<file path="src/pkg/lro_pkg.sv">
`default_nettype none
package lro_pkg;
  // Register byte offsets
  localparam logic [7:0] OFS_CTRL = 8'h00;
  localparam logic [7:0] OFS_STATE = 8'h04;
  localparam logic [7:0] OFS_INT_STAT = 8'h08;
  localparam logic [7:0] OFS_INT_MASK = 8'h0C;
  // Control field layout, low bits of the control word
  typedef struct packed {
    logic e3_rate;
    logic single_rail;
    logic fall_edge;
    logic shared_clk;
  } lro_ctrl_s;
  localparam int CTRL_W = 4;
  localparam logic [3:0] CTRL_RST = 4'h0;
  // Event layout shared by the sticky status and the mask
  typedef struct packed {
    logic cv;
    logic loss_of_lock;
    logic loss_of_signal;
  } lro_evt_s;
  localparam int EVT_W = 3;
  localparam logic [2:0] EVT_RST = 3'h0;
  // Live state word: bit 0 signal lost, bit 1 lock lost, bit 2 reference selected, bit 3 host mode
  localparam int STATE_W = 4;
  // Loss of signal: consecutive bit periods without a pulse
  localparam logic [7:0] LOS_ZEROS_E3 = 8'h20;
  localparam logic [7:0] LOS_ZEROS_DS3 = 8'hAF;
  // Loss of lock: window in reference edges and allowed deviation (0.5 percent of it)
  localparam logic [9:0] LOL_WINDOW = 10'h3E8;
  localparam logic [10:0] LOL_TOL = 11'h005;
  // AXI responses
  localparam logic [1:0] RESP_OKAY = 2'h0;
  localparam logic [1:0] RESP_SLVERR = 2'h2;
  // Source of the receive clock outputs
  typedef enum logic [1:0] {
    SRC_REC = 2'b01,
    SRC_REF = 2'b10
  } lro_src_e;
endpackage
`default_nettype wire

</file>
<file path="src/logic/lro_sync.sv">
`default_nettype none
module lro_sync #(
  parameter int W = 1
) (
  // Clock and reset
  input wire logic clk,
  input wire logic rst_b,
  // Asynchronous level in, synchronised level out
  input wire logic [W-1:0] d,
  output logic [W-1:0] q
);
  logic [W-1:0] meta_ff;

  always_ff @(posedge clk)
  begin
    if (!rst_b)
    begin
      meta_ff <= '0;
      q <= '0;
    end
    else
    begin
      meta_ff <= d;
      q <= meta_ff;
    end
  end
endmodule
`default_nettype wire

</file>
<file path="src/logic/lro_rx_output.sv">
// Notes on behaviour
// - Loss-of-signal flag output goes high while loss of signal is detected.
// - Loss-of-signal threshold differs between E3 and DS3/STS-1 rate.
// - While lock is lost, receive clock outputs come from the reference clock.
// - Host mode: shared pin defaults to code violation; control bit makes it clock.
// - Hardware mode: shared pin always carries the same clock as the first recovered clock pin.
// - First recovered clock pin carries the recovered clock, or the reference clock while lock is lost.
// - Rail outputs update on the rising edge of the receive clock by default.
// - Host mode may select falling-edge update of the rail outputs.
// - Falling-edge update also applies when the shared pin acts as clock.
// - Lock lost when recovered clock deviates from reference by over 0.5 percent.
// - Code violation flag is high for exactly one bit period per violation.
// - Single-rail mode: negative rail inactive, binary data on positive rail.
//
// The implementer's own choices: the AXI4-Lite register port and the placing of the registers.
`default_nettype none
module lro_rx_output (
  // Clock and reset
  input wire logic REF_CLK,
  input wire logic RST_B,
  // AXI4-Lite slave
  input wire logic [7:0] AWADDR,
  input wire logic AWVALID,
  output logic AWREADY,
  input wire logic [31:0] WDATA,
  input wire logic [3:0] WSTRB,
  input wire logic WVALID,
  output logic WREADY,
  output logic [1:0] BRESP,
  output logic BVALID,
  input wire logic BREADY,
  input wire logic [7:0] ARADDR,
  input wire logic ARVALID,
  output logic ARREADY,
  output logic [31:0] RDATA,
  output logic [1:0] RRESP,
  output logic RVALID,
  input wire logic RREADY,
  // Recovered line signal and reference clock
  input wire logic LINE_CLK_IN,
  input wire logic REFERENCE_CLOCK_IN,
  input wire logic LINE_POS_IN,
  input wire logic LINE_NEG_IN,
  input wire logic LINE_CV_IN,
  // Straps
  input wire logic HOST_MODE_IN,
  input wire logic HW_E3_SEL_IN,
  input wire logic HW_DUAL_RAIL_IN,
  // Terminal side outputs
  output logic FIRST_RECOVERED_CLOCK,
  output logic SHARED_CLK2_CV_OUT,
  output logic POSITIVE_RAIL_OUT,
  output logic NEGATIVE_RAIL_OUT,
  output logic LOSS_OF_SIGNAL_FLAG,
  output logic LOSS_OF_LOCK,
  output logic IRQ
);
  logic [7:0] in_s;
  logic rec_s, ref_s, pos_s, neg_s, cv_s, host_s, hw_e3_s, hw_dual_s;
  logic rec_prev_ff, ref_prev_ff, rec_tick, ref_tick;
  localparam int CTRL_W_L = lro_pkg::CTRL_W;
  logic [CTRL_W_L-1:0] ctrl_ff;
  lro_pkg::lro_ctrl_s ctrl;
  logic e3_mode, single_mode, fall_mode, shared_clk;
  lro_pkg::lro_evt_s int_stat_ff, int_mask_ff, evt;
  logic aw_got_ff, w_got_ff;
  logic [7:0] aw_addr_ff;
  logic [31:0] w_data_ff;
  logic [3:0] w_strb_ff;
  logic do_write;
  logic [7:0] los_cnt_ff, los_thr;
  logic los_ff, los_prev_ff;
  logic [9:0] win_cnt_ff;
  logic [10:0] rec_cnt_ff, lol_diff;
  logic lol_ff, lol_prev_ff;
  lro_pkg::lro_src_e src_ff;
  logic park_ff, cur_s;
  logic clk_out_ff, clk_prev_ff, out_rise, out_fall, upd;
  logic pos_hold_ff, neg_hold_ff, cv_hold_ff;
  logic pos_ff, neg_ff, lcv_ff;

  // Every line and strap input passes two flip-flops before use
  lro_sync #(
    .W(8)
  ) u_sync (
    .clk(REF_CLK),
    .rst_b(RST_B),
    .d({LINE_CLK_IN, REFERENCE_CLOCK_IN, LINE_POS_IN, LINE_NEG_IN, LINE_CV_IN,
        HOST_MODE_IN, HW_E3_SEL_IN, HW_DUAL_RAIL_IN}),
    .q(in_s)
  );
  assign {rec_s, ref_s, pos_s, neg_s, cv_s, host_s, hw_e3_s, hw_dual_s} = in_s;

  always_ff @(posedge REF_CLK)
  begin
    if (!RST_B)
    begin
      rec_prev_ff <= 1'b0;
      ref_prev_ff <= 1'b0;
    end
    else
    begin
      rec_prev_ff <= rec_s;
      ref_prev_ff <= ref_s;
    end
  end
  assign rec_tick = rec_s && !rec_prev_ff;
  assign ref_tick = ref_s && !ref_prev_ff;

  // Mode: registers in host mode; in hardware mode rate and rails from strap pins, rising-edge update and shared clock fixed
  assign ctrl = lro_pkg::lro_ctrl_s'(ctrl_ff);
  assign e3_mode = host_s ? ctrl.e3_rate : hw_e3_s;
  assign single_mode = host_s ? ctrl.single_rail : !hw_dual_s;
  assign fall_mode = host_s && ctrl.fall_edge;
  assign shared_clk = !host_s || ctrl.shared_clk;

  // AXI write path: address and data taken in either order
  assign AWREADY = !aw_got_ff && !BVALID;
  assign WREADY = !w_got_ff && !BVALID;
  assign do_write = aw_got_ff && w_got_ff && !BVALID;

  always_ff @(posedge REF_CLK)
  begin
    if (!RST_B)
    begin
      aw_got_ff <= 1'b0;
      w_got_ff <= 1'b0;
      aw_addr_ff <= 8'h00;
      w_data_ff <= 32'h0000_0000;
      w_strb_ff <= 4'h0;
      BVALID <= 1'b0;
      BRESP <= lro_pkg::RESP_OKAY;
    end
    else
    begin
      if (AWVALID && AWREADY)
      begin
        aw_got_ff <= 1'b1;
        aw_addr_ff <= AWADDR;
      end
      if (WVALID && WREADY)
      begin
        w_got_ff <= 1'b1;
        w_data_ff <= WDATA;
        w_strb_ff <= WSTRB;
      end
      if (do_write)
      begin
        aw_got_ff <= 1'b0;
        w_got_ff <= 1'b0;
        BVALID <= 1'b1;
        case (aw_addr_ff)
          lro_pkg::OFS_CTRL, lro_pkg::OFS_STATE, lro_pkg::OFS_INT_STAT, lro_pkg::OFS_INT_MASK:
            BRESP <= lro_pkg::RESP_OKAY;
          default:
            BRESP <= lro_pkg::RESP_SLVERR;
        endcase
      end
      else if (BVALID && BREADY)
      begin
        BVALID <= 1'b0;
      end
    end
  end

  // Control and mask registers, low byte lane only
  always_ff @(posedge REF_CLK)
  begin
    if (!RST_B)
    begin
      ctrl_ff <= lro_pkg::CTRL_RST;
      int_mask_ff <= lro_pkg::EVT_RST;
    end
    else if (do_write && w_strb_ff[0])
    begin
      if (aw_addr_ff == lro_pkg::OFS_CTRL)
        ctrl_ff <= w_data_ff[CTRL_W_L-1:0];
      if (aw_addr_ff == lro_pkg::OFS_INT_MASK)
        int_mask_ff <= w_data_ff[lro_pkg::EVT_W-1:0];
    end
  end

  // Sticky events; a new event wins over a write-one-to-clear
  assign evt = '{cv: upd && cv_hold_ff, loss_of_lock: lol_ff && !lol_prev_ff, loss_of_signal: los_ff && !los_prev_ff};
  always_ff @(posedge REF_CLK)
  begin
    if (!RST_B)
      int_stat_ff <= lro_pkg::EVT_RST;
    else if (do_write && w_strb_ff[0] && aw_addr_ff == lro_pkg::OFS_INT_STAT)
      int_stat_ff <= (int_stat_ff & ~w_data_ff[lro_pkg::EVT_W-1:0]) | evt;
    else
      int_stat_ff <= int_stat_ff | evt;
  end
  assign IRQ = |(int_stat_ff & int_mask_ff);

  // AXI read path, one cycle to the answer
  assign ARREADY = !RVALID;
  always_ff @(posedge REF_CLK)
  begin
    if (!RST_B)
    begin
      RVALID <= 1'b0;
      RDATA <= 32'h0000_0000;
      RRESP <= lro_pkg::RESP_OKAY;
    end
    else if (ARVALID && ARREADY)
    begin
      RVALID <= 1'b1;
      RRESP <= lro_pkg::RESP_OKAY;
      RDATA <= 32'h0000_0000;
      case (ARADDR)
        lro_pkg::OFS_CTRL:
          RDATA[CTRL_W_L-1:0] <= ctrl_ff;
        lro_pkg::OFS_STATE:
          RDATA[lro_pkg::STATE_W-1:0] <= {host_s, src_ff == lro_pkg::SRC_REF, lol_ff, los_ff};
        lro_pkg::OFS_INT_STAT:
          RDATA[lro_pkg::EVT_W-1:0] <= int_stat_ff;
        lro_pkg::OFS_INT_MASK:
          RDATA[lro_pkg::EVT_W-1:0] <= int_mask_ff;
        default:
          RRESP <= lro_pkg::RESP_SLVERR;
      endcase
    end
    else if (RVALID && RREADY)
    begin
      RVALID <= 1'b0;
    end
  end

  // Loss of signal: run of bit periods without a pulse
  assign los_thr = e3_mode ? lro_pkg::LOS_ZEROS_E3 : lro_pkg::LOS_ZEROS_DS3;
  always_ff @(posedge REF_CLK)
  begin
    if (!RST_B)
    begin
      los_cnt_ff <= 8'h00;
      los_ff <= 1'b0;
      los_prev_ff <= 1'b0;
    end
    else
    begin
      los_prev_ff <= los_ff;
      if (rec_tick)
      begin
        if (pos_s || neg_s)
        begin
          los_cnt_ff <= 8'h00;
          los_ff <= 1'b0;
        end
        else if (los_cnt_ff >= los_thr - 8'h01)
        begin
          los_ff <= 1'b1;
        end
        else
        begin
          los_cnt_ff <= los_cnt_ff + 8'h01;
        end
      end
    end
  end
  assign LOSS_OF_SIGNAL_FLAG = los_ff;

  // Loss of lock: recovered edges counted over a window of reference edges
  assign lol_diff = (rec_cnt_ff > {1'b0, lro_pkg::LOL_WINDOW}) ?
                    rec_cnt_ff - {1'b0, lro_pkg::LOL_WINDOW} : {1'b0, lro_pkg::LOL_WINDOW} - rec_cnt_ff;
  always_ff @(posedge REF_CLK)
  begin
    if (!RST_B)
    begin
      win_cnt_ff <= 10'h000;
      rec_cnt_ff <= 11'h000;
      lol_ff <= 1'b0;
      lol_prev_ff <= 1'b0;
    end
    else
    begin
      lol_prev_ff <= lol_ff;
      if (ref_tick && win_cnt_ff == lro_pkg::LOL_WINDOW - 10'h001)
      begin
        win_cnt_ff <= 10'h000;
        rec_cnt_ff <= {10'h000, rec_tick};
        lol_ff <= lol_diff > lro_pkg::LOL_TOL;
      end
      else
      begin
        if (ref_tick)
          win_cnt_ff <= win_cnt_ff + 10'h001;
        if (rec_tick && rec_cnt_ff != 11'h7FF)
          rec_cnt_ff <= rec_cnt_ff + 11'h001;
      end
    end
  end
  assign LOSS_OF_LOCK = lol_ff;

  // Clock source select: old source left while it and the output are low,
  // then the output is parked low until the new source is low too
  assign cur_s = (src_ff == lro_pkg::SRC_REF) ? ref_s : rec_s;
  always_ff @(posedge REF_CLK)
  begin
    if (!RST_B)
    begin
      src_ff <= lro_pkg::SRC_REC;
      park_ff <= 1'b0;
    end
    else if (park_ff)
    begin
      if (!cur_s)
        park_ff <= 1'b0;
    end
    else
      case (src_ff)
        lro_pkg::SRC_REC:
          if (lol_ff && !clk_out_ff && !rec_s)
          begin
            src_ff <= lro_pkg::SRC_REF;
            park_ff <= 1'b1;
          end
        lro_pkg::SRC_REF:
          if (!lol_ff && !clk_out_ff && !ref_s)
          begin
            src_ff <= lro_pkg::SRC_REC;
            park_ff <= 1'b1;
          end
        default:
          src_ff <= lro_pkg::SRC_REC;
      endcase
  end

  always_ff @(posedge REF_CLK)
  begin
    if (!RST_B)
    begin
      clk_out_ff <= 1'b0;
      clk_prev_ff <= 1'b0;
    end
    else
    begin
      clk_out_ff <= park_ff ? 1'b0 : cur_s;
      clk_prev_ff <= clk_out_ff;
    end
  end
  assign out_rise = clk_out_ff && !clk_prev_ff;
  assign out_fall = !clk_out_ff && clk_prev_ff;
  assign upd = fall_mode ? out_fall : out_rise;
  assign FIRST_RECOVERED_CLOCK = clk_out_ff;

  // Bit captured on the recovered clock, presented on the output clock edge
  always_ff @(posedge REF_CLK)
  begin
    if (!RST_B)
    begin
      pos_hold_ff <= 1'b0;
      neg_hold_ff <= 1'b0;
      cv_hold_ff <= 1'b0;
    end
    else if (rec_tick)
    begin
      pos_hold_ff <= pos_s;
      neg_hold_ff <= neg_s;
      cv_hold_ff <= cv_s;
    end
  end

  always_ff @(posedge REF_CLK)
  begin
    if (!RST_B)
    begin
      pos_ff <= 1'b0;
      neg_ff <= 1'b0;
      lcv_ff <= 1'b0;
    end
    else if (upd)
    begin
      pos_ff <= single_mode ? (pos_hold_ff || neg_hold_ff) : pos_hold_ff;
      neg_ff <= single_mode ? 1'b0 : neg_hold_ff;
      lcv_ff <= cv_hold_ff;
    end
  end
  assign POSITIVE_RAIL_OUT = pos_ff;
  assign NEGATIVE_RAIL_OUT = neg_ff;
  assign SHARED_CLK2_CV_OUT = shared_clk ? clk_out_ff : lcv_ff;
endmodule
`default_nettype wire

</file>
<file path="config.mk">
export PLATFORM = sky130hd
export DESIGN_NAME = lro_rx_output
export DESIGN_NICKNAME = d
export VERILOG_FILES = /design/src/pkg/lro_pkg.sv /design/src/logic/lro_sync.sv /design/src/logic/lro_rx_output.sv
export SDC_FILE = /design/constraint.sdc
export NUM_CORES = 1
export LEC_CHECK = 0
export BUFFER_PORTS_ARGS = -buffer_cell sky130_fd_sc_hd__buf_4
export CORE_MARGIN = 5
export CORE_UTILIZATION = 45
export DETAILED_ROUTE_END_ITERATION = 8
export GPL_TIMING_DRIVEN = 0
export HOLD_SLACK_MARGIN = 0.05
export PLACE_DENSITY = 0.73
export SYNTH_ARGS = -nofsm -noshare
export SYNTH_HDL_FRONTEND = slang
export SYNTH_SLANG_ARGS = --single-unit
</file>
<file path="constraint.sdc">
create_clock -name REF_CLK -period 3.4 [get_ports REF_CLK]
set_input_delay 0 -clock REF_CLK [delete_from_list [all_inputs] [get_ports REF_CLK]]
set_output_delay 0 -clock REF_CLK [all_outputs]
set_load 0.02 [all_outputs]
</file>
==> run_results.csv, run 1 <==
group,metric,value,unit
run_status,status,"complete, no violations",
critical_path,path_buf_inv,3,
critical_path,cp_common_cell,"clkbuf_1",
synthesis,yosys_most_used_dff,"dfxtp_1",
route,routed_wl,10400,um
critical_path,cp_slowest_cell,"or4_1",
clock_network,clock_latency,0.35,ns
global_route,antenna_found_initial,0,
sta,tns,0,ns
sta,fmaxAchievable,352,MHz
critical_path,cpPeakStageDelay,0.39,ns
critical_path,path_cells,"clkbuf_1, inv_1, ha_1, clkbuf_1, nand3b_1, xnor2_1, or4_1, a31oi_1, and4_1, a21oi_1",
global_route,grt_pass1_wl,17600,um
sta,slew_headroom,0.537,
clock_network,clkSinkCount,95,
synthesis,yosysWarnings,0,
synthesis,ys_seq_elements,95,
route,post-route-drc-count,0,
clock_network,postCtsSetupRepairBufs,0,
sta,slew_viol_final,0,
critical_path,critical-path-top-delay-family,"simple AND/OR/NAND/NOR gates",
route,drtPass1Iterations,4,
sta,post-route-min-period,2.84,ns
floorplanning,dieArea,12300,sq um
worst_hold_path,hp-class,"in -> reg",
clock_network,clock_path_buffers,2,
critical_path,crit_fanout,10,
sta,worst_slack,0.556,ns
critical_path,worstPathArrival,3.07,ns
placement,gp_congestion,0.905,
sta,min_period_over_period,0.836,
route,vias_per_cell,4.96,
synthesis,syn_area,4570,sq um
synthesis,synth_edf_count,0,
clock_network,cts_root_buf,"clkbuf_8",
cells_and_area,fin_nets,728,
route,drtIter0Drc,257,
sta,tightest_slew,0.692,ns
power,p_leak,2.36,nW
placement,dp_slack,0.623,ns
sta,rsz0062_at_grt,"false",
floorplanning,core-area,9860,sq um
synthesis,async_reset_ff_frac,0,
clock_network,cts_tree,"built",
route,ant_nets,0,
global_route,grt_pass1_vias,3751,
cells_and_area,antennaDiodeCount,0,
cells_and_area,synthToLayoutAreaGrowth,24.5,%
global_route,grt_usage,0.170,
route,vias,3893,
floorplanning,ios,115,
cells_and_area,fillers,876,
sta,setup_viol,0,
cells_and_area,layout-drive-gt1-share,0.172,
placement,dp_hpwl,7740,um
floorplanning,initial_core_util,0.464,
global_route,gr-total-overflow,0,
critical_path,end_kind,"flop",
floorplanning,die_y,111,um
clock_network,numCtsBuffers,9,
critical_path,start_kind,"flop",
floorplanning,rows,36,
power,power.density,377,nW/um^2
clock_network,h-tree-depth,3,
job,maxCapViolations,0,
sta,fin_hold_ws,0.0902,ns
sta,hold_violations,0,
global_route,grt_max_degree,16,
synthesis,syn_avg_cell_area,8.69,sq um
floorplanning,die_x,111,um
critical_path,cp.required,3.63,ns
clock_network,clk_pin_slew_worst_paths,0.09,ns
route,wl_per_cell,13.2,um
synthesis,synth_cell_type_count,60,
placement,portBuffers,53,
synthesis,syn_inst,526,
critical_path,worst-setup-path-type,"reg -> reg",
synthesis,synth-seq-area-share,0.416,
power,max-vdd-ir-drop,0.222,mV
sta,final.setup_skew,0.0112,ns
[logic make-up (layout without fill, tap and decap cells)]
logic type / count (synthesis) / count (layout) / share of synthesized area
AOI/OAI and AO/OA: 79 / 79 / 0.115
xor gates and xnor gates: 26 / 26 / 0.0498
adders and majority gates: 14 / 14 / 0.0383
buffers and inverters: 70 / 167 / 0.0834
DFF: 95 / 95 / 0.416
muxes: 23 / 23 / 0.0591
other: 1 / 30 / 0.000820
and+or+nand+nor: 218 / 218 / 0.238
[per-layer routing]
| metal | wire length (um) | global-route usage | vias up |
|---|---|---|---|
| li1 | - | - | 1987 |
| met1 | 4720 | 0.215 | 1816 |
| met2 | 5090 | 0.292 | 83 |
| met3 | 441 | 0.0371 | 7 |
| met4 | 104 | 0.0476 | 0 |
| met5 | 0 | 0 | - |
[what timing repair did]
item,4_1_cts,5_1_grt
resized for setup,0,0
hold buffers,28,0
endpoints found under the setup margin,0,0
hold endpoints to repair,25,0
[final cells by class]
| type | count | area (sq um) | area share |
|---|---|---|---|
| Clock inverter | 4 | 30.0 | 0.00528 |
| Multi-Input combinational cell | 390 | 2400 | 0.421 |
| Clock buffer | 12 | 135 | 0.0237 |
| Sequential cell | 95 | 1900 | 0.334 |
| Inverter | 20 | 75.1 | 0.0132 |
| Timing Repair Buffer | 81 | 678 | 0.119 |
| Buffer | 50 | 307 | 0.0539 |
| Tap cell | 133 | 166 | 0.0292 |
[cells in the final DEF, fill, tap and decap left out, types with 3 or more instances in the layout]
master         netlist  routed
dlygate4sd3_1        0      28
xnor2_1             19      19
clkbuf_1            15      18
nor2b_1              8       8
or3_1                5       5
nand3b_1             3       3
nand4_1              7       7
o31ai_1              3       3
or4_1                4       4
nand2_1             43      43
o21a_1               3       3
buf_4               30      83
xor2_1               7       7
and2_1              26      26
a21boi_0             3       3
nor3_1              12      12
a31oi_1              9       9
nor4_1               4       4
o21ai_0              7       7
dfxtp_1             95      95
nor2_1              74      74
conb_1               1      30
buf_2                4       4
inv_1               19      19
a22oi_1              4       4
nand3_1             12      12
nand2b_1             6       6
a211oi_1             5       5
mux4_2               3       3
mux2i_1             18      18
ha_1                14      14
a21oi_1             26      26
clkbuf_8             0       9
[state kept, by name, indices dropped and copies added, names as in the netlist, 8 cells and up]
| signal | count |
|---|---|
| los_cnt_ff | 8 |
| win_cnt_ff | 10 |
| u_sync.q | 8 |
| u_sync.meta_ff | 8 |
| aw_addr_ff | 8 |
| rec_cnt_ff | 11 |
[path summary, 6_finish.rpt]
| kind | start | slack [ns] | cells past startpoint | to |
|---|---|---|---|---|
| setup / recovery | rec_cnt_ff[3]$_SDFFE_PP0P_ | 0.56 | 10 | LOSS_OF_LOCK$_SDFFE_PN0P_ |
| hold / removal | AWVALID | 0.09 | 4 | aw_addr_ff[2]$_SDFFE_PN0P_ |
| setup reg to reg | rec_cnt_ff[3]$_SDFFE_PP0P_ | 0.56 | 10 | LOSS_OF_LOCK$_SDFFE_PN0P_ |
| hold reg to reg | u_sync.meta_ff[3]$_SDFF_PN0_ | 0.43 | 1 | u_sync.q[3]$_SDFF_PN0_ |
[power by group]
group	leakage [nW]	switching, mW	internal (mW)
Clock	0.0810	0.378	0.270
Sequential	0.773	0.0307	1.15
Combinational	1.50	0.161	0.153
Total	2.36	0.570	1.58
[Yosys cell counts, types with 2 or more instances]
master	n	area, sq um
and2_1	26	163
a31oi_1	9	56.3
mux2i_1	18	180
o31ai_1	3	22.5
a21oi_1	26	130
o32ai_1	2	17.5
nand4b_1	2	17.5
a22oi_1	4	30.0
nand2b_1	6	37.5
and3_1	2	12.5
a2111oi_0	2	17.5
a21boi_0	3	22.5
nand3_1	12	60.1
nor3_1	12	60.1
clkbuf_1	15	56.3
nand3b_1	3	22.5
nand4_1	7	43.8
buf_2	4	20.0
ha_1	14	175
o21ai_0	7	35.0
o21a_1	3	22.5
o211ai_1	2	15.0
nand2_1	43	161
nor4_1	4	25.0
nor2b_1	8	50.1
and4_1	2	17.5
mux2_2	2	22.5
inv_1	19	71.3
xor2_1	7	61.3
nor2_1	74	278
a211oi_1	5	37.5
mux4_2	3	67.6
dfxtp_1	95	1900
or3_1	5	31.3
xnor2_1	19	166
or4_1	4	30.0
nor3b_1	2	15.0
buf_4	30	225
[through the flow]
| step | util | total power, mW | cells | area, sq um |
|---|---|---|---|---|
| detailed placement | 0.532 | 1.50 | 741 | 5250 |
| finish | 0.577 | 2.15 | 785 | 5690 |
| global route | 0.577 | 2.25 | 785 | 5690 |
| CTS | 0.577 | 2.16 | 785 | 5690 |
| floorplan | - | 1.41 | 555 | 4680 |
| global placement | 0.532 | 1.49 | 741 | 5250 |
[tightest hold or removal path: stages]
cell and delay (ns):
buf_4 0.08, nand2_1 0.15, nand2_1 0.11, a21oi_1 0.05
No activity file was read; power rests on OpenSTA's default activity.
==> run 2, diff against run 1 <==
--- a/config.mk
+++ b/config.mk
@@ -11,7 +11,7 @@
 export DETAILED_ROUTE_END_ITERATION = 8
 export GPL_TIMING_DRIVEN = 0
 export HOLD_SLACK_MARGIN = 0.05
-export PLACE_DENSITY = 0.73
+export PLACE_DENSITY = 0.76
 export SYNTH_ARGS = -nofsm -noshare
 export SYNTH_HDL_FRONTEND = slang
 export SYNTH_SLANG_ARGS = --single-unit
==> constraint.sdc (replaced) <==
create_clock -name REF_CLK -period 2.4 [get_ports REF_CLK]
set_input_delay 0 -clock REF_CLK [delete_from_list [all_inputs] [get_ports REF_CLK]]
set_output_delay 0 -clock REF_CLK [all_outputs]
set_load 0.02 [all_outputs]
==> run 2 against run 1 <==
Against the previous run: core utilization rose by 1.4 points; hold slack got worse by 0.023 ns; via count increased by 1.9%; sequential share of layout area is 0.66 points lower; combinational power is 45% higher; largest cell class unchanged.
==> run_results.csv, run 2 (synthesis results as in run 1) <==
group,metric,value,unit
cells_and_area,layout-drive-gt1-share,0.203,
critical_path,r2r_setup_slack,0.02,ns
sta,slew_headroom,0.555,
route,vias,3968,
critical_path,r2r-end,"los_cnt_ff[1]$_SDFFE_PN0P_",
placement,portBuffers,53,
clock_network,clk_pin_slew_worst_paths,0.09,ns
placement,dp_slack,-0.355,ns
sta,final.setup_skew,0.0119,ns
power,switchingPower,0.810,mW
route,routed_wl,10600,um
route,wl_met3,508,um
critical_path,worstPathArrival,2.66,ns
worst_hold_path,holdCritStartpoint,"ARADDR[0]",
global_route,gr-total-overflow,0,
critical_path,start_kind,"flop",
sta,setup_viol,0,
power,clkPwrFrac,0.305,
critical_path,end_kind,"flop",
cells_and_area,final_cell_count_no_fill,789,
sta,fmaxAchievable,421,MHz
sta,slew_viol_final,0,
floorplanning,core-area,9860,sq um
clock_network,clock_path_buffers,2,
clock_network,numCtsBuffers,9,
power,power.density,526,nW/um^2
route,drtPass1Iterations,4,
route,dr_wl_met2,5290,um
sta,tightest_slew,0.665,ns
cells_and_area,reg_top3,"rec_cnt_ff (11), win_cnt_ff (10)",
global_route,grt_pass1_vias,3896,
critical_path,crit_fanout,4,
cells_and_area,layout_commonest_cell,"dfxtp_1",
critical_path,cp.required,2.68,ns
sta,worst_slack,0.0242,ns
route,wl_met1,4650,um
critical_path,worst-setup-path-type,"reg -> reg",
worst_hold_path,hp-class,"in -> reg",
route,vias_per_cell,5.03,
power,p_int,2.26,mW
power,p_comb_frac,0.148,
clock_network,cts_root_buf,"clkbuf_8",
global_route,grt_usage,0.174,
global_route,antenna_found_initial,0,
sta,rsz0062_at_grt,"true",
cells_and_area,final_cell_mix,"92 x dfxtp_1, 89 x buf_4, 74 x nor2_1",
power,switching_share,0.264,
cells_and_area,synthToLayoutAreaGrowth,27.4,%
cells_and_area,fillers,821,
cells_and_area,largest_register_ffs,11,
clock_network,h-tree-depth,3,
power,max-vdd-ir-drop,0.311,mV
run_status,status,"complete, no violations",
power,p_seq_frac,0.547,
job,maxCapViolations,0,
clock_network,cts_tree,"built",
route,top_layer,"met4",
critical_path,rr_worst_depth,10,
route,drtIter0Drc,229,
sta,min_period_over_period,0.990,
worst_hold_path,min_to,"RDATA[3]$_SDFFE_PN0P_",
route,wl_per_cell,13.5,um
floorplanning,die_x,111,um
floorplanning,initial_core_util,0.464,
route,ant_nets,0,
placement,dp_cells,741,
floorplanning,ios,115,
clock_network,clkSinkCount,95,
sta,hold_violations,0,
sta,post-route-min-period,2.38,ns
route,post-route-drc-count,0,
worst_hold_path,min_path_cells,6,
cells_and_area,antennaDiodeCount,0,
floorplanning,dieArea,12300,sq um
global_route,grt_max_degree,19,
cells_and_area,top_register,"rec_cnt_ff",
placement,dp_hpwl,7720,um
clock_network,clock_latency,0.36,ns
global_route,grt_pass1_wl,18100,um
power,p_leak,2.40,nW
floorplanning,die_y,111,um
floorplanning,rows,36,
cells_and_area,fin_nets,733,
placement,gp_congestion,0.894,
critical_path,rr_startpoint,"u_sync.q[2]$_SDFF_PN0_",
## run 2: changes by cell type in the layout (fill, tap and decap cells not counted), moves of 3 or more
cell,change
ha_1,-3
clkbuf_1,-5
dfxtp_1,-3
ha_4,+3
buf_4,+6
## run 2: area by class of cell
class / count / area [sq um] / share of cell area
Clock buffer: 11 / 141 / 0.0243
Buffer: 48 / 303 / 0.0520
Timing Repair Buffer: 88 / 736 / 0.126
Inverter: 20 / 75.1 / 0.0129
Sequential cell: 95 / 1910 / 0.328
Clock inverter: 4 / 31.3 / 0.00537
Tap cell: 133 / 166 / 0.0286
Multi-Input combinational cell: 390 / 2460 / 0.423
## run 2: worst max-delay path by stage
stage,cells after the start,end,slack (ns),startpoint
after CTS,9,los_cnt_ff[3]$_SDFFE_PN0P_,0.008,u_sync.q[2]$_SDFF_PN0_
after global placement,10,LOSS_OF_LOCK$_SDFFE_PN0P_,-0.38,rec_cnt_ff[3]$_SDFFE_PP0P_
after detailed placement,10,LOSS_OF_LOCK$_SDFFE_PN0P_,-0.35,rec_cnt_ff[3]$_SDFFE_PP0P_
after global routing,10,los_cnt_ff[1]$_SDFFE_PN0P_,-0.07,u_sync.q[2]$_SDFF_PN0_
after floorplan,9,los_cnt_ff[3]$_SDFFE_PN0P_,0.008,u_sync.q[2]$_SDFF_PN0_
final,10,los_cnt_ff[1]$_SDFFE_PN0P_,0.02,u_sync.q[2]$_SDFF_PN0_
## run 2: critical path, cell delays in order, from the launching register on
cell and delay, ns:
dfxtp_4 0.38, mux2i_4 0.25, inv_2 0.08, ha_4 0.21
nor2b_1 0.11, o21bai_1 0.10, a211o_1 0.35, a21o_1 0.23
buf_6 0.13, or3_1 0.34, a31oi_1 0.13
## run 2: layer usage
metal / vias to the layer above / track usage
met2: 107 / 0.309
met5: - / 0
li1: 1993 / -
met3: 16 / 0.0371
met4: 0 / 0.0608
met1: 1852 / 0.208
## run 2: power groups by stage
| stage | clock network [mW] | registers (mW) | logic, mW |
|---|---|---|---|
| 2_1_floorplan | 0 | 1.71 | 0.285 |
| 3_3_place_gp | 0 | 1.71 | 0.395 |
| 3_5_place_dp | 0 | 1.71 | 0.405 |
| 4_1_cts | 0.958 | 1.68 | 0.447 |
| 5_1_grt | 1.03 | 1.69 | 0.502 |
| 6_report | 0.935 | 1.68 | 0.455 |
## run 2: per-stage QoR
step                      setup TNS [ns]   util  hold WS (ns)  cell area, sq um  total power, mW
after floorplan                        0      -        0.0990              4680             1.99
after global placement            -0.679  0.532         0.184              5250             2.10
after detailed placement          -0.845  0.532         0.198              5250             2.12
after CTS                              0  0.582        0.0532              5740             3.08
after global routing              -0.189  0.591        0.0776              5830             3.22
final                                  0  0.591        0.0673              5830             3.07
## run 2: what timing repair did
action / CTS / global route
endpoints found under the hold margin: 25 / 0
pin swaps: 2 / 8
resized for setup: 5 / 15
setup buffers: 6 / 2
hold buffers: 27 / 0
setup endpoints to repair: 15 / 19
==> run 3, diff against run 2 <==
--- a/config.mk
+++ b/config.mk
@@ -8,10 +8,12 @@
 export BUFFER_PORTS_ARGS = -buffer_cell sky130_fd_sc_hd__buf_4
 export CORE_MARGIN = 5
 export CORE_UTILIZATION = 45
+export CTS_CLUSTER_SIZE = 16
 export DETAILED_ROUTE_END_ITERATION = 8
 export GPL_TIMING_DRIVEN = 0
 export HOLD_SLACK_MARGIN = 0.05
-export PLACE_DENSITY = 0.76
+export PLACE_DENSITY = 0.78
 export SYNTH_ARGS = -nofsm -noshare
 export SYNTH_HDL_FRONTEND = slang
+export SYNTH_HIERARCHICAL = 1
 export SYNTH_SLANG_ARGS = --single-unit
==> run 3 against run 2 <==
Against the previous run: combinational power rose by 6.6%; largest cell class unchanged; die area rose by 4.0%; non-clock buffer count rose by 11; final area rose by 5.6%; clock-buffer cell count fell by 2; sequential share of layout area fell by 1.8 points; clock skew rose by 0.0053 ns; critical endpoint is now los_cnt_ff[2]$_SDFFE_PN0P_; core utilization rose by 0.55 points; critical path depth did not move.
==> run_results.csv, run 3 <==
group,metric,value,unit
run_status,status,"complete, no violations",
global_route,grt_max_degree,20,
sta,fmaxAchievable,419,MHz
critical_path,critical-path-top-delay-family,"compound AO/OA/AOI/OAI gates",
critical_path,cpPeakStageDelay,0.39,ns
placement,gp_congestion,0.863,
sta,min_period_over_period,0.995,
cells_and_area,antennaDiodeCount,0,
floorplanning,initial_core_util,0.462,
global_route,gr-total-overflow,0,
synthesis,yosys.area.top_type,"dfxtp_1",
placement,dp_slack,-0.246,ns
synthesis,synth_edf_count,0,
critical_path,cp_common_cell,"buf_6",
route,wl_per_cell,14.2,um
floorplanning,ios,115,
cells_and_area,fin_nets,756,
route,drtPass1Iterations,5,
placement,dp_hpwl,8020,um
cells_and_area,fillers,859,
sta,setup_viol,0,
route,drtIter0Drc,335,
cells_and_area,final_cell_count_no_fill,816,
synthesis,yosysMostFrequentCell,"dfxtp_1",
floorplanning,dieArea,12800,sq um
synthesis,yosys_most_used_dff,"dfxtp_1",
cells_and_area,layout-drive-gt1-share,0.228,
route,top_layer,"met4",
route,ant_nets,0,
clock_network,numCtsBuffers,9,
critical_path,worstPathArrival,2.68,ns
sta,rsz0062_at_grt,"true",
critical_path,worst-setup-path-type,"reg -> reg",
floorplanning,rows,37,
cells_and_area,final_cell_mix,"94 x dfxtp_1, 88 x buf_4, 62 x nor2_1",
synthesis,synthTopCellsByArea,"dfxtp_1 40%, nor2_1 4.9%, buf_4 4.7%, mux2i_1 4.4%, nand2_1 3.8%",
cells_and_area,largest_register_ffs,11,
global_route,grt_usage,0.180,
sta,tightest_slew,0.797,ns
clock_network,clk_pin_slew_worst_paths,0.10,ns
synthesis,ys_top_cells_by_count,"95 x dfxtp_1, 62 x nor2_1, 48 x nand2_1",
clock_network,cts_tree,"built",
route,vias,4193,
sta,slew_headroom,0.463,
route,vias_per_cell,5.14,
synthesis,synth_top_area_frac,0.398,
power,max-vdd-ir-drop,0.425,mV
global_route,grt_pass1_wl,19100,um
sta,hold_violations,0,
route,dr_wl_met2,5640,um
synthesis,syn_inst,542,
critical_path,path_cells,"mux2i_4, buf_6, ha_4, nand4_1, o21bai_1, a211o_1, a21o_1, buf_6, or3_1, a31oi_1",
sta,slew_viol_final,0,
placement,dp_cells,760,
floorplanning,die_y,113,um
worst_hold_path,hp-class,"in -> reg",
synthesis,ys_seq_elements,95,
synthesis,synth-seq-area-share,0.398,
route,wl_met1,5140,um
global_route,grt_pass1_vias,4119,
floorplanning,core-area,10300,sq um
synthesis,synth_cell_type_count,65,
cells_and_area,top_register,"rec_cnt_ff",
route,wl_met3,617,um
sta,final.setup_skew,0.0172,ns
clock_network,cts_root_buf,"clkbuf_8",
cells_and_area,final_area,6150,sq um
critical_path,crit_fanout,5,
critical_path,cp_slowest_cell,"dfxtp_4",
placement,dpl-instance-area,5450,sq um
power,power.density,540,nW/um^2
sta,post-route-min-period,2.39,ns
synthesis,syn_area,4770,sq um
critical_path,start_kind,"flop",
sta,worst_slack,0.0116,ns
synthesis,yosysWarnings,6,
clock_network,clock_path_buffers,2,
clock_network,clock_latency,0.37,ns
critical_path,cp.required,2.69,ns
synthesis,syn_avg_cell_area,8.81,sq um
synthesis,async_reset_ff_frac,0,
job,maxCapViolations,0,
route,post-route-drc-count,0,
cells_and_area,reg_top3,"rec_cnt_ff (11), win_cnt_ff (10)",
cells_and_area,layout_commonest_cell,"dfxtp_1",
floorplanning,die_x,113,um
cells_and_area,synthToLayoutAreaGrowth,28.9,%
power,p_leak,2.59,nW
route,routed_wl,11600,um
clock_network,clkSinkCount,95,
global_route,antenna_found_initial,0,
clock_network,h-tree-depth,3,
critical_path,end_kind,"flop",
critical_path,path_buf_inv,2,
placement,portBuffers,53,
==> run 3: cell types whose count changed in the layout (fill, tap and decap cells not counted), sizes merged, moves of 3 or more <==
cell         before  now
nor3             13    7
clkbuf           25   21
dlygate4sd3      27   36
mux2i            18   21
clkinvlp          3    0
xnor2            19   11
a21boi            3    6
and3              2    7
nand3            12   19
buf              95   99
nand2            43   48
nor2             74   63
==> run 3: power breakdown <==
part | switching, mW | internal, mW | total, mW
Combinational | 0.247 | 0.239 | 0.485
Clock | 0.639 | 0.518 | 1.16
Sequential | 0.0460 | 1.63 | 1.68
Total | 0.931 | 2.39 | 3.32
==> run 3: logic make-up (layout without fill, tap and decap cells) <==
logic type	after synthesis	after routing	share of synthesized area
buf+inv	73	182	0.0865
other cells	1	30	0.000786
flops	95	95	0.398
compound gates	89	89	0.125
xor+xnor	20	20	0.0367
simple gates	224	224	0.253
mux	26	26	0.0629
fa+ha+maj	14	14	0.0367
==> run 3: worst paths after layout <==
path / startpoint / to / slack [ns] / cells past startpoint
worst max register to register: u_sync/q[2]$_SDFF_PN0_ / los_cnt_ff[2]$_SDFFE_PN0P_ / 0.01 / 10
worst min-delay path: ARADDR[1] / RRESP[1]$_SDFFE_PN0P_ / 0.07 / 5
worst max-delay path: u_sync/q[2]$_SDFF_PN0_ / los_cnt_ff[2]$_SDFFE_PN0P_ / 0.01 / 10
worst min register to register: u_sync/meta_ff[4]$_SDFF_PN0_ / u_sync/q[4]$_SDFF_PN0_ / 0.45 / 1
==> run 3: metrics by stage <==
step	power, mW	setup TNS (ns)	util	hold WS, ns
global placement	2.12	-0.878	0.528	0.190
floorplan	2.01	0	-	0.0990
detailed placement	2.14	-1.20	0.528	0.191
global route	3.46	-0.363	0.596	0.123
CTS	3.33	0	0.590	0.0587
finish	3.32	0	0.596	0.0722
==> run 3: worst register-to-register path, delay by kind of cell, from the launching register on <==
kind / cells / cell delay [ns]
and+or+nand+nor: 2 / 0.39
buffers and inverters: 2 / 0.28
AOI/OAI and AO/OA: 4 / 0.80
adders and majority gates: 1 / 0.18
muxes: 1 / 0.27
DFF: 1 / 0.39
==> run 3: repair_timing <==
| action | 4_1_cts | 5_1_grt |
|---|---|---|
| hold buffers | 36 | 0 |
| gates cloned | 0 | 1 |
| setup endpoints to repair | 9 | 6 |
| endpoints found under the hold margin | 33 | 0 |
| resized for setup | 13 | 11 |
| pin swaps | 3 | 7 |
| buffers inserted | 3 | 1 |
==> run 3: final cells by class <==
type,count,area (sq um),share of cell area
plain buffers,53,340,0.0553
repair buffers,94,800,0.130
well taps,136,170,0.0277
clock buffers,9,124,0.0201
clock inverters,7,97.6,0.0159
flip-flops and latches,95,1910,0.310
multi-input cells,403,2650,0.430
inverters,19,71.3,0.0116
==> run 3: layer usage <==
metal | vias up | track usage
met2 | 113 | 0.305
li1 | 2094 | -
met5 | - | 0
met4 | 0 | 0.0521
met3 | 17 | 0.0385
met1 | 1969 | 0.231
